$ cat src/hdl/ecw_pkg.sv
/*
 * Constants for the expected configuration record writer: record layout,
 * flag bit positions, mode encodings, reset values and parameter sequencing.
 * Assumes a single 20 MHz clock domain and byte-wide record delivery.
 */
package ecw_pkg;

    // ************************************************************
    // Record layout (byte indices)
    // ************************************************************
    localparam int         REC_LEN        = 172;
    localparam logic [7:0] REC_LAST_IDX   = 8'hab;
    localparam logic [7:0] LIST_A_BYTE    = 8'h02;
    localparam logic [7:0] LIST_B_BYTE    = 8'h06;
    localparam logic [7:0] CFG_A_BYTE     = 8'h0a;
    // B slaves start at slave 1B, byte 76, so base is two below
    localparam logic [7:0] CFG_B_BYTE     = 8'h4a;
    localparam logic [7:0] PAR_A_BYTE     = 8'h8a;
    localparam logic [7:0] PAR_B_BYTE     = 8'h9a;
    localparam logic [7:0] FLAG1_BYTE     = 8'haa;
    localparam logic [7:0] FLAG2_BYTE     = 8'hab;

    // ************************************************************
    // Flag bits, encodings and reset values
    // ************************************************************
    localparam int         CFG_MODE_BIT   = 4;
    localparam int         AUTO_EN_BIT    = 3;
    localparam logic       MODE_PROTECTED = 1'b0;
    localparam logic       MODE_CONFIG    = 1'b1;
    localparam logic       AUTO_DISABLED  = 1'b0;
    localparam logic       AUTO_ENABLED   = 1'b1;
    localparam logic       CFG_MODE_RST   = MODE_CONFIG;
    localparam logic       AUTO_EN_RST    = AUTO_DISABLED;
    localparam logic [3:0] MANAGED_PARAM  = 4'hf;

    // ************************************************************
    // Parameter sequencing at startup
    // ************************************************************
    localparam logic [5:0] SLOT_A_FIRST   = 6'h01;
    localparam logic [5:0] SLOT_B_FIRST   = 6'h21;
    localparam logic [5:0] SLOT_B_LAST    = 6'h3f;
    localparam logic [4:0] BANK_LAST      = 5'h1f;
    localparam logic [4:0] ADDR_ZERO      = 5'h00;

    typedef enum logic [0:0] {SEQ_IDLE, SEQ_RUN} seq_state_e;

endpackage

$ cat src/hdl/expected_config_record_writer.sv
/*
 * Receives the expected configuration record byte by byte, keeps it as the
 * persistent expected image, applies the two mode flags, grants slave
 * activation and sends stored parameters at startup.
 * Assumes all inputs come from logic on the same clock.
 */
`timescale 1ns/1ns
module expected_config_record_writer
    import ecw_pkg::*;
(
    input  wire logic        clock,
    input  wire logic        resetn,
    input  wire logic        recValid,
    input  wire logic        recStart,
    input  wire logic        recLast,
    input  wire logic [7:0]  recByte,
    input  wire logic [63:0] managedMask,
    input  wire logic        startupReq,
    input  wire logic        paramReady,
    input  wire logic        detValid,
    input  wire logic [5:0]  detAddr,
    input  wire logic [15:0] detCfg,
    output logic             recDone,
    output logic             recError,
    output logic             configMode,
    output logic             autoAddrEnable,
    output logic             paramValid,
    output logic [5:0]       paramAddr,
    output logic [3:0]       paramValue,
    output logic             actValid,
    output logic [5:0]       actAddr,
    output logic             actGrant
);

    // ************************************************************
    // Storage
    // ************************************************************
    // The image has no reset on purpose: it stands for the persistent
    // store and must survive resetn like the real one survives restarts.
    logic [7:0] rxBuf [REC_LEN];
    logic [7:0] image [REC_LEN];

    logic       inRec_r;
    logic [7:0] byteCnt_r;
    logic       recDone_r;
    logic       recError_r;
    logic       configMode_r;
    logic       autoAddrEnable_r;
    logic       paramValid_r;
    logic [5:0] paramAddr_r;
    logic [3:0] paramValue_r;
    logic       actValid_r;
    logic [5:0] actAddr_r;
    logic       actGrant_r;

    // ************************************************************
    // Record reception decode
    // ************************************************************
    wire       rxTake   = recValid && (recStart || inRec_r);
    wire [7:0] rxIdx    = recStart ? 8'h00 : byteCnt_r;
    wire       rxOver   = !recStart && (byteCnt_r > REC_LAST_IDX);
    wire       rxAtLast = (rxIdx == REC_LAST_IDX);
    wire       rxCommit = rxTake && recLast && !rxOver && rxAtLast;
    wire       rxBad    = rxTake && (rxOver || (recLast && !rxAtLast));
    // Version and reserved bytes are stored as sent and never checked
    wire       wrCfgMode = rxBuf[FLAG1_BYTE][CFG_MODE_BIT];
    wire       wrAutoEn  = recByte[AUTO_EN_BIT];

    always_ff @(posedge clock) begin
        if (rxTake && !rxOver) begin
            rxBuf[rxIdx] <= recByte;
        end
    end

    // A short or long record never reaches the image, so a half-written
    // configuration can not be activated
    generate
        for (genvar i = 0; i < REC_LEN; i++) begin : gCommit
            always_ff @(posedge clock) begin
                if (rxCommit) begin
                    image[i] <= (i == REC_LEN - 1) ? recByte : rxBuf[i];
                end
            end
        end
    endgenerate

    always_ff @(posedge clock) begin
        if (!resetn) begin
            inRec_r    <= 1'b0;
            byteCnt_r  <= 8'h00;
            recDone_r  <= 1'b0;
            recError_r <= 1'b0;
        end else begin
            recDone_r  <= rxCommit;
            recError_r <= rxBad;
            if (rxTake) begin
                byteCnt_r <= rxOver ? byteCnt_r : rxIdx + 8'h01;
                inRec_r   <= !recLast && !rxOver;
            end
        end
    end

    // ************************************************************
    // Mode flags
    // ************************************************************
    // Only two flag bits are looked at; the rest of both flag bytes stay
    // with whatever the master keeps itself
    always_ff @(posedge clock) begin
        if (!resetn) begin
            configMode_r     <= CFG_MODE_RST;
            autoAddrEnable_r <= AUTO_EN_RST;
        end else if (rxCommit) begin
            configMode_r     <= wrCfgMode;
            autoAddrEnable_r <= wrAutoEn;
        end else if (startupReq) begin
            configMode_r     <= image[FLAG1_BYTE][CFG_MODE_BIT];
            autoAddrEnable_r <= image[FLAG2_BYTE][AUTO_EN_BIT];
        end
    end

    // ************************************************************
    // Activation check
    // ************************************************************
    wire       detIsB     = detAddr[5];
    wire       detZero    = (detAddr[4:0] == ADDR_ZERO);
    wire [7:0] listIdx    = (detIsB ? LIST_B_BYTE : LIST_A_BYTE) + {6'h00, detAddr[4:3]};
    wire       listBit    = image[listIdx][detAddr[2:0]];
    wire [7:0] cfgIdx     = (detIsB ? CFG_B_BYTE : CFG_A_BYTE)
                            + {2'b00, detAddr[4:0], 1'b0};
    wire [7:0] cfgIdxHi   = cfgIdx + 8'h01;
    // Slave 0B has no configuration bytes, so it never matches
    wire       cfgHasSlot = !(detIsB && detZero);
    wire       cfgMatch   = cfgHasSlot && ({image[cfgIdx], image[cfgIdxHi]} == detCfg);
    wire       grantProt  = listBit && cfgMatch;
    wire       grantCfg   = !detZero;
    wire       grant      = configMode_r ? grantCfg : grantProt;

    always_ff @(posedge clock) begin
        if (!resetn) begin
            actValid_r <= 1'b0;
            actAddr_r  <= 6'h00;
            actGrant_r <= 1'b0;
        end else begin
            actValid_r <= detValid;
            actAddr_r  <= detAddr;
            actGrant_r <= detValid && grant;
        end
    end

    // ************************************************************
    // Parameter send at startup
    // ************************************************************
    logic       seqValid;
    logic [5:0] seqSlot;
    logic       seqBusy;

    wire       seqTake  = seqValid && (!paramValid_r || paramReady);
    wire [7:0] parIdx   = (seqSlot[5] ? PAR_B_BYTE : PAR_A_BYTE) + {4'h0, seqSlot[4:1]};
    // Odd slaves sit in the low nibble, even ones in the high nibble
    wire [3:0] parRaw   = seqSlot[0] ? image[parIdx][3:0] : image[parIdx][7:4];
    wire       managed  = managedMask[seqSlot];
    wire [3:0] parSend  = managed ? MANAGED_PARAM : parRaw;

    param_sequencer uSeq (
        .clock  (clock),
        .resetn (resetn),
        .start  (startupReq),
        .take   (seqTake),
        .valid  (seqValid),
        .slot   (seqSlot),
        .busy   (seqBusy)
    );

    // One output stage holds each parameter until the slave side accepts it
    always_ff @(posedge clock) begin
        if (!resetn) begin
            paramValid_r <= 1'b0;
            paramAddr_r  <= 6'h00;
            paramValue_r <= 4'h0;
        end else if (!paramValid_r || paramReady) begin
            paramValid_r <= seqValid;
            paramAddr_r  <= seqSlot;
            paramValue_r <= parSend;
        end
    end

    assign recDone        = recDone_r;
    assign recError       = recError_r;
    assign configMode     = configMode_r;
    assign autoAddrEnable = autoAddrEnable_r;
    assign paramValid     = paramValid_r;
    assign paramAddr      = paramAddr_r;
    assign paramValue     = paramValue_r;
    assign actValid       = actValid_r;
    assign actAddr        = actAddr_r;
    assign actGrant       = actGrant_r;
endmodule

$ cat src/hdl/param_sequencer.sv
/*
 * Walks the slave parameter slots 1..31 then 1B..31B once per start.
 * Assumes the caller pulses take whenever it consumes the current slot.
 */
`timescale 1ns/1ns
module param_sequencer
    import ecw_pkg::*;
(
    input  wire logic       clock,
    input  wire logic       resetn,
    input  wire logic       start,
    input  wire logic       take,
    output logic            valid,
    output logic [5:0]      slot,
    output logic            busy
);

    seq_state_e state_r;
    logic [5:0] slot_r;

    assign valid = (state_r == SEQ_RUN);
    assign busy  = (state_r == SEQ_RUN);
    assign slot  = slot_r;

    always_ff @(posedge clock) begin
        if (!resetn) begin
            state_r <= SEQ_IDLE;
            slot_r  <= SLOT_A_FIRST;
        end else begin
            case (state_r)
                SEQ_IDLE: begin
                    if (start) begin
                        state_r <= SEQ_RUN;
                        slot_r  <= SLOT_A_FIRST;
                    end
                end
                SEQ_RUN: begin
                    if (take) begin
                        if (slot_r == SLOT_B_LAST) begin
                            state_r <= SEQ_IDLE;
                        end else if (slot_r[4:0] == BANK_LAST) begin
                            slot_r <= SLOT_B_FIRST;
                        end else begin
                            slot_r <= slot_r + 6'h01;
                        end
                    end
                end
                default: begin
                    state_r <= SEQ_IDLE;
                end
            endcase
        end
    end

endmodule
$ cat config.mk
export PLATFORM = sky130hd
export DESIGN_NAME = expected_config_record_writer
export DESIGN_NICKNAME = d
export VERILOG_FILES = /design/src/hdl/ecw_pkg.sv /design/src/hdl/expected_config_record_writer.sv /design/src/hdl/param_sequencer.sv
export SDC_FILE = /design/constraint.sdc
export NUM_CORES = 2
export LEC_CHECK = 0
export ABC_CLOCK_PERIOD_IN_PS = 215200
export BUFFER_PORTS_ARGS = -buffer_cell sky130_fd_sc_hd__buf_2
export CELL_PAD_IN_SITES_DETAIL_PLACEMENT = 0
export CELL_PAD_IN_SITES_GLOBAL_PLACEMENT = 1
export CORE_MARGIN = 2
export CORE_UTILIZATION = 45
export DETAILED_ROUTE_END_ITERATION = 6
export GPL_ROUTABILITY_DRIVEN = 0
export PLACE_DENSITY = 0.73
export SKIP_CTS_REPAIR_TIMING = 1
export SLEW_MARGIN = 20
export SYNTH_ARGS = -nofsm -noshare
export SYNTH_HDL_FRONTEND = slang
export SYNTH_SLANG_ARGS = --single-unit
$ cat constraint.sdc
create_clock -name clock -period 215.2 [get_ports clock]
set_input_delay 43.04 -clock clock [delete_from_list [all_inputs] [get_ports clock]]
set_output_delay 43.04 -clock clock [all_outputs]
set_load 0.01 [all_outputs]
==> metrics.txt <==
Sequential cell area 0.0832 mm^2; placed cells 7,585; Port Buffers 124; maximum clock path buffer count 4; Required @ worst endpoint 215.99 ns; Period Utilization, post-route 22.6%; Post-Syn Nets 4,665; I/O pins 125; power per cell area 9.74 mW/mm^2; CP Capture Type flop; first-pass GRT wire length 345 mm; EDFF count, synth 2,744; peak supply drop 5.18 uV; WL final 246 mm; Startpoint Class input port; die extent in x 479 um; Die Area 0.230 mm^2; most common cell after layout, fill and taps aside edfxtp_1; root buf cell clkbuf_16; Pre-Repair DR Iteration Count 5; Remaining DRCs 0; min-delay worst type reg -> reg; vias in the first global route 46,051; clk slew on worst S/H paths 0.06 ns; RSZ-0062 raised after global routing no; fmax 20.6 MHz; Syn Area/Cell 22.3 um^2; Crit Path Category in -> reg; Detail Route Antenna Nets 0; Setup violations, final 0; CTS tree done; Num CTS Buffers 291; status completed; die height 479 um; Cell Area, Placed 0.106 mm^2; initial core utilization 45.3%; WL per Instance 30.5 um; Fill cells 17,292; Slew @ Worst Pin 1.16 ns; most frequent cells in the layout edfxtp_1, mux4_2, clkbuf_16, nand2_1, nor2_1; final hold viol count 0; total grt overflow 0; Vias 47,245; Arr. time, crit path 49.42 ns; vias per cell 5.84; worst-path maximum fanout 195; Setup Skew 0.0539 ns; Max-slew headroom 20.5%; DP Wirelength 150 mm; initial antenna violation count 22; Max H-tree Level 5; register area share after synthesis 81.8%; Pleak 36.0 nW; FF+latch count, synth 2,783; gate count of the mapped netlist 4,553; final setup margin 166.57 ns; largest net degree at the start of global routing 196; Core Rows 174; Global Route Usage Sum 21.2%; most common flop cell mapped by yosys edfxtp_1; initial DRC count 6,714; pre-CTS setup slack 165.56 ns; Placeable Area 0.225 mm^2; CTS sink count 2,783; Min Clock Period, post-route 48.63 ns; fin nets 5,000; Synth warnings 0; Layout area overhead 13.3%; max_cap viols 0; TNS Setup 0 ns; Final Instance Area 0.115 mm^2; final non-filler cell total 8,086; worst-skew pair later-pin latency 0.93 ns; Max Slew Vio Count 0; multi-input logic area 0.0174 mm^2; Post-Syn Area 0.102 mm^2; share of layout cells above drive strength 1 23.1%; Synth async-reset ratio 0%; post-synth cell types 88
routing by layer:
| layer | GRT usage (%) | wire (um) |
|---|---|---|
| met1 | 30.9 | 99600 |
| met2 | 33.0 | 116000 |
| met3 | 3.62 | 22800 |
| met4 | 6.85 | 8340 |
| met5 | 0 | 34 |
cell families (layout without fill, tap and decap cells):
kind of cell | Yosys count | count (layout) | synth area share (%)
multiplexers | 594 | 594 | 12.0
XOR/XNOR | 14 | 14 | 0.154
buffers and inverters | 227 | 756 | 1.30
adder cells (fa/ha/maj) | 10 | 10 | 0.123
AND/OR/NAND/NOR | 686 | 686 | 3.00
AO/OA/AOI/OAI | 239 | 239 | 1.63
other | 0 | 12 | 0
flip-flops | 2783 | 2783 | 81.8
area by class of cell:
class | count | share of cell area, %
multi-input cells | 1543 | 15.1
diodes | 12 | 0.0261
well taps | 2992 | 3.25
clock inverters | 127 | 1.01
inverters | 11 | 0.0358
flip-flops and latches | 2783 | 72.2
repair buffers | 258 | 1.60
clock buffers | 360 | 6.76
power by group:
| group | internal, mW | leakage, nW | total (mW) | switching [mW] |
|---|---|---|---|---|
| combinational | 0.0182 | 6.61 | 0.0536 | 0.0354 |
| clock | 0.280 | 4.38 | 0.477 | 0.197 |
| sequential | 0.591 | 25.0 | 0.591 | 0.000449 |
state kept, by name, summed over array words and instances (netlist names), 4 cells and up:
| name | flops |
|---|---|
| actAddr | 6 |
| byteCnt_r | 8 |
| image | 1376 |
| paramAddr | 6 |
| paramValue | 4 |
| rxBuf | 1368 |
| uSeq.slot | 6 |
cell usage after synthesis (4+ instances only):
cell type     n  area, um^2
nor2b_1      18         113
nand2_1     231         867
buf_6        15         169
o21ai_0      34         170
and2_1       17         106
edfxtp_1   2744       82400
nand3_1      88         440
dfxtp_1      39         781
a211oi_1     21         158
or2_2         4        25.0
mux4_1       32         841
nand2b_1      6        37.5
o21ai_1       6        30.0
mux2i_1      91         911
a22o_1        6        52.6
nor3_1       16        80.1
nor4_1        8        50.1
buf_2        67         335
clkbuf_1     68         255
a22oi_1      16         120
nand3b_1      4        30.0
a2111oi_0     7        61.3
buf_12        6         120
xnor2_1       4        35.0
or3_1         9        56.3
and3_1       11        68.8
nor3b_1       4        30.0
buf_1        15        56.3
a21oi_1      51         255
nand4_1      26         163
mux2_2       13         146
mux4_2      458       10300
a31oi_1      20         125
a21boi_0     13        97.6
ha_1         10         125
xor2_1        7        61.3
o22ai_1       5        31.3
inv_1        10        37.5
o211ai_1      8        60.1
nor2_1      231         867
buf_4        42         315
through the flow:
stage / power (mW) / utilization (%) / hold WS (ns)
finish: 1.12 / 51.3 / 0.362
global route: 1.15 / 51.3 / 0.367
CTS: 1.13 / 51.2 / 0.362
detailed placement: 0.656 / 47.2 / 0.405
global placement: 0.656 / 47.2 / 0.400
floorplan: 0.632 / - / 0.400
path summary, 6_finish.rpt:
path,startpoint,to,slack [ns],depth (start not counted)
worst max-delay path,recStart,autoAddrEnable$_SDFFE_PN0P_,166.57,12
worst min-delay path,rxBuf[91][5]$_DFFE_PP_,image[91][5]$_DFFE_PP_,0.36,0
worst max register to register,byteCnt_r[7]$_SDFFE_PN0P_,autoAddrEnable$_SDFFE_PN0P_,208.19,10
worst min register to register,rxBuf[91][5]$_DFFE_PP_,image[91][5]$_DFFE_PP_,0.36,0
worst max-delay path: stages:
cell	delay, ns
buf_2	0.22
nor2_1	0.17
nand4b_1	0.80
or2_2	0.65
nor3_2	0.24
buf_12	0.65
buf_12	0.61
buf_4	0.82
buf_12	0.78
buf_4	0.74
o21ai_0	0.20
and2_1	0.19
No activity file was read; power rests on OpenSTA's default activity.
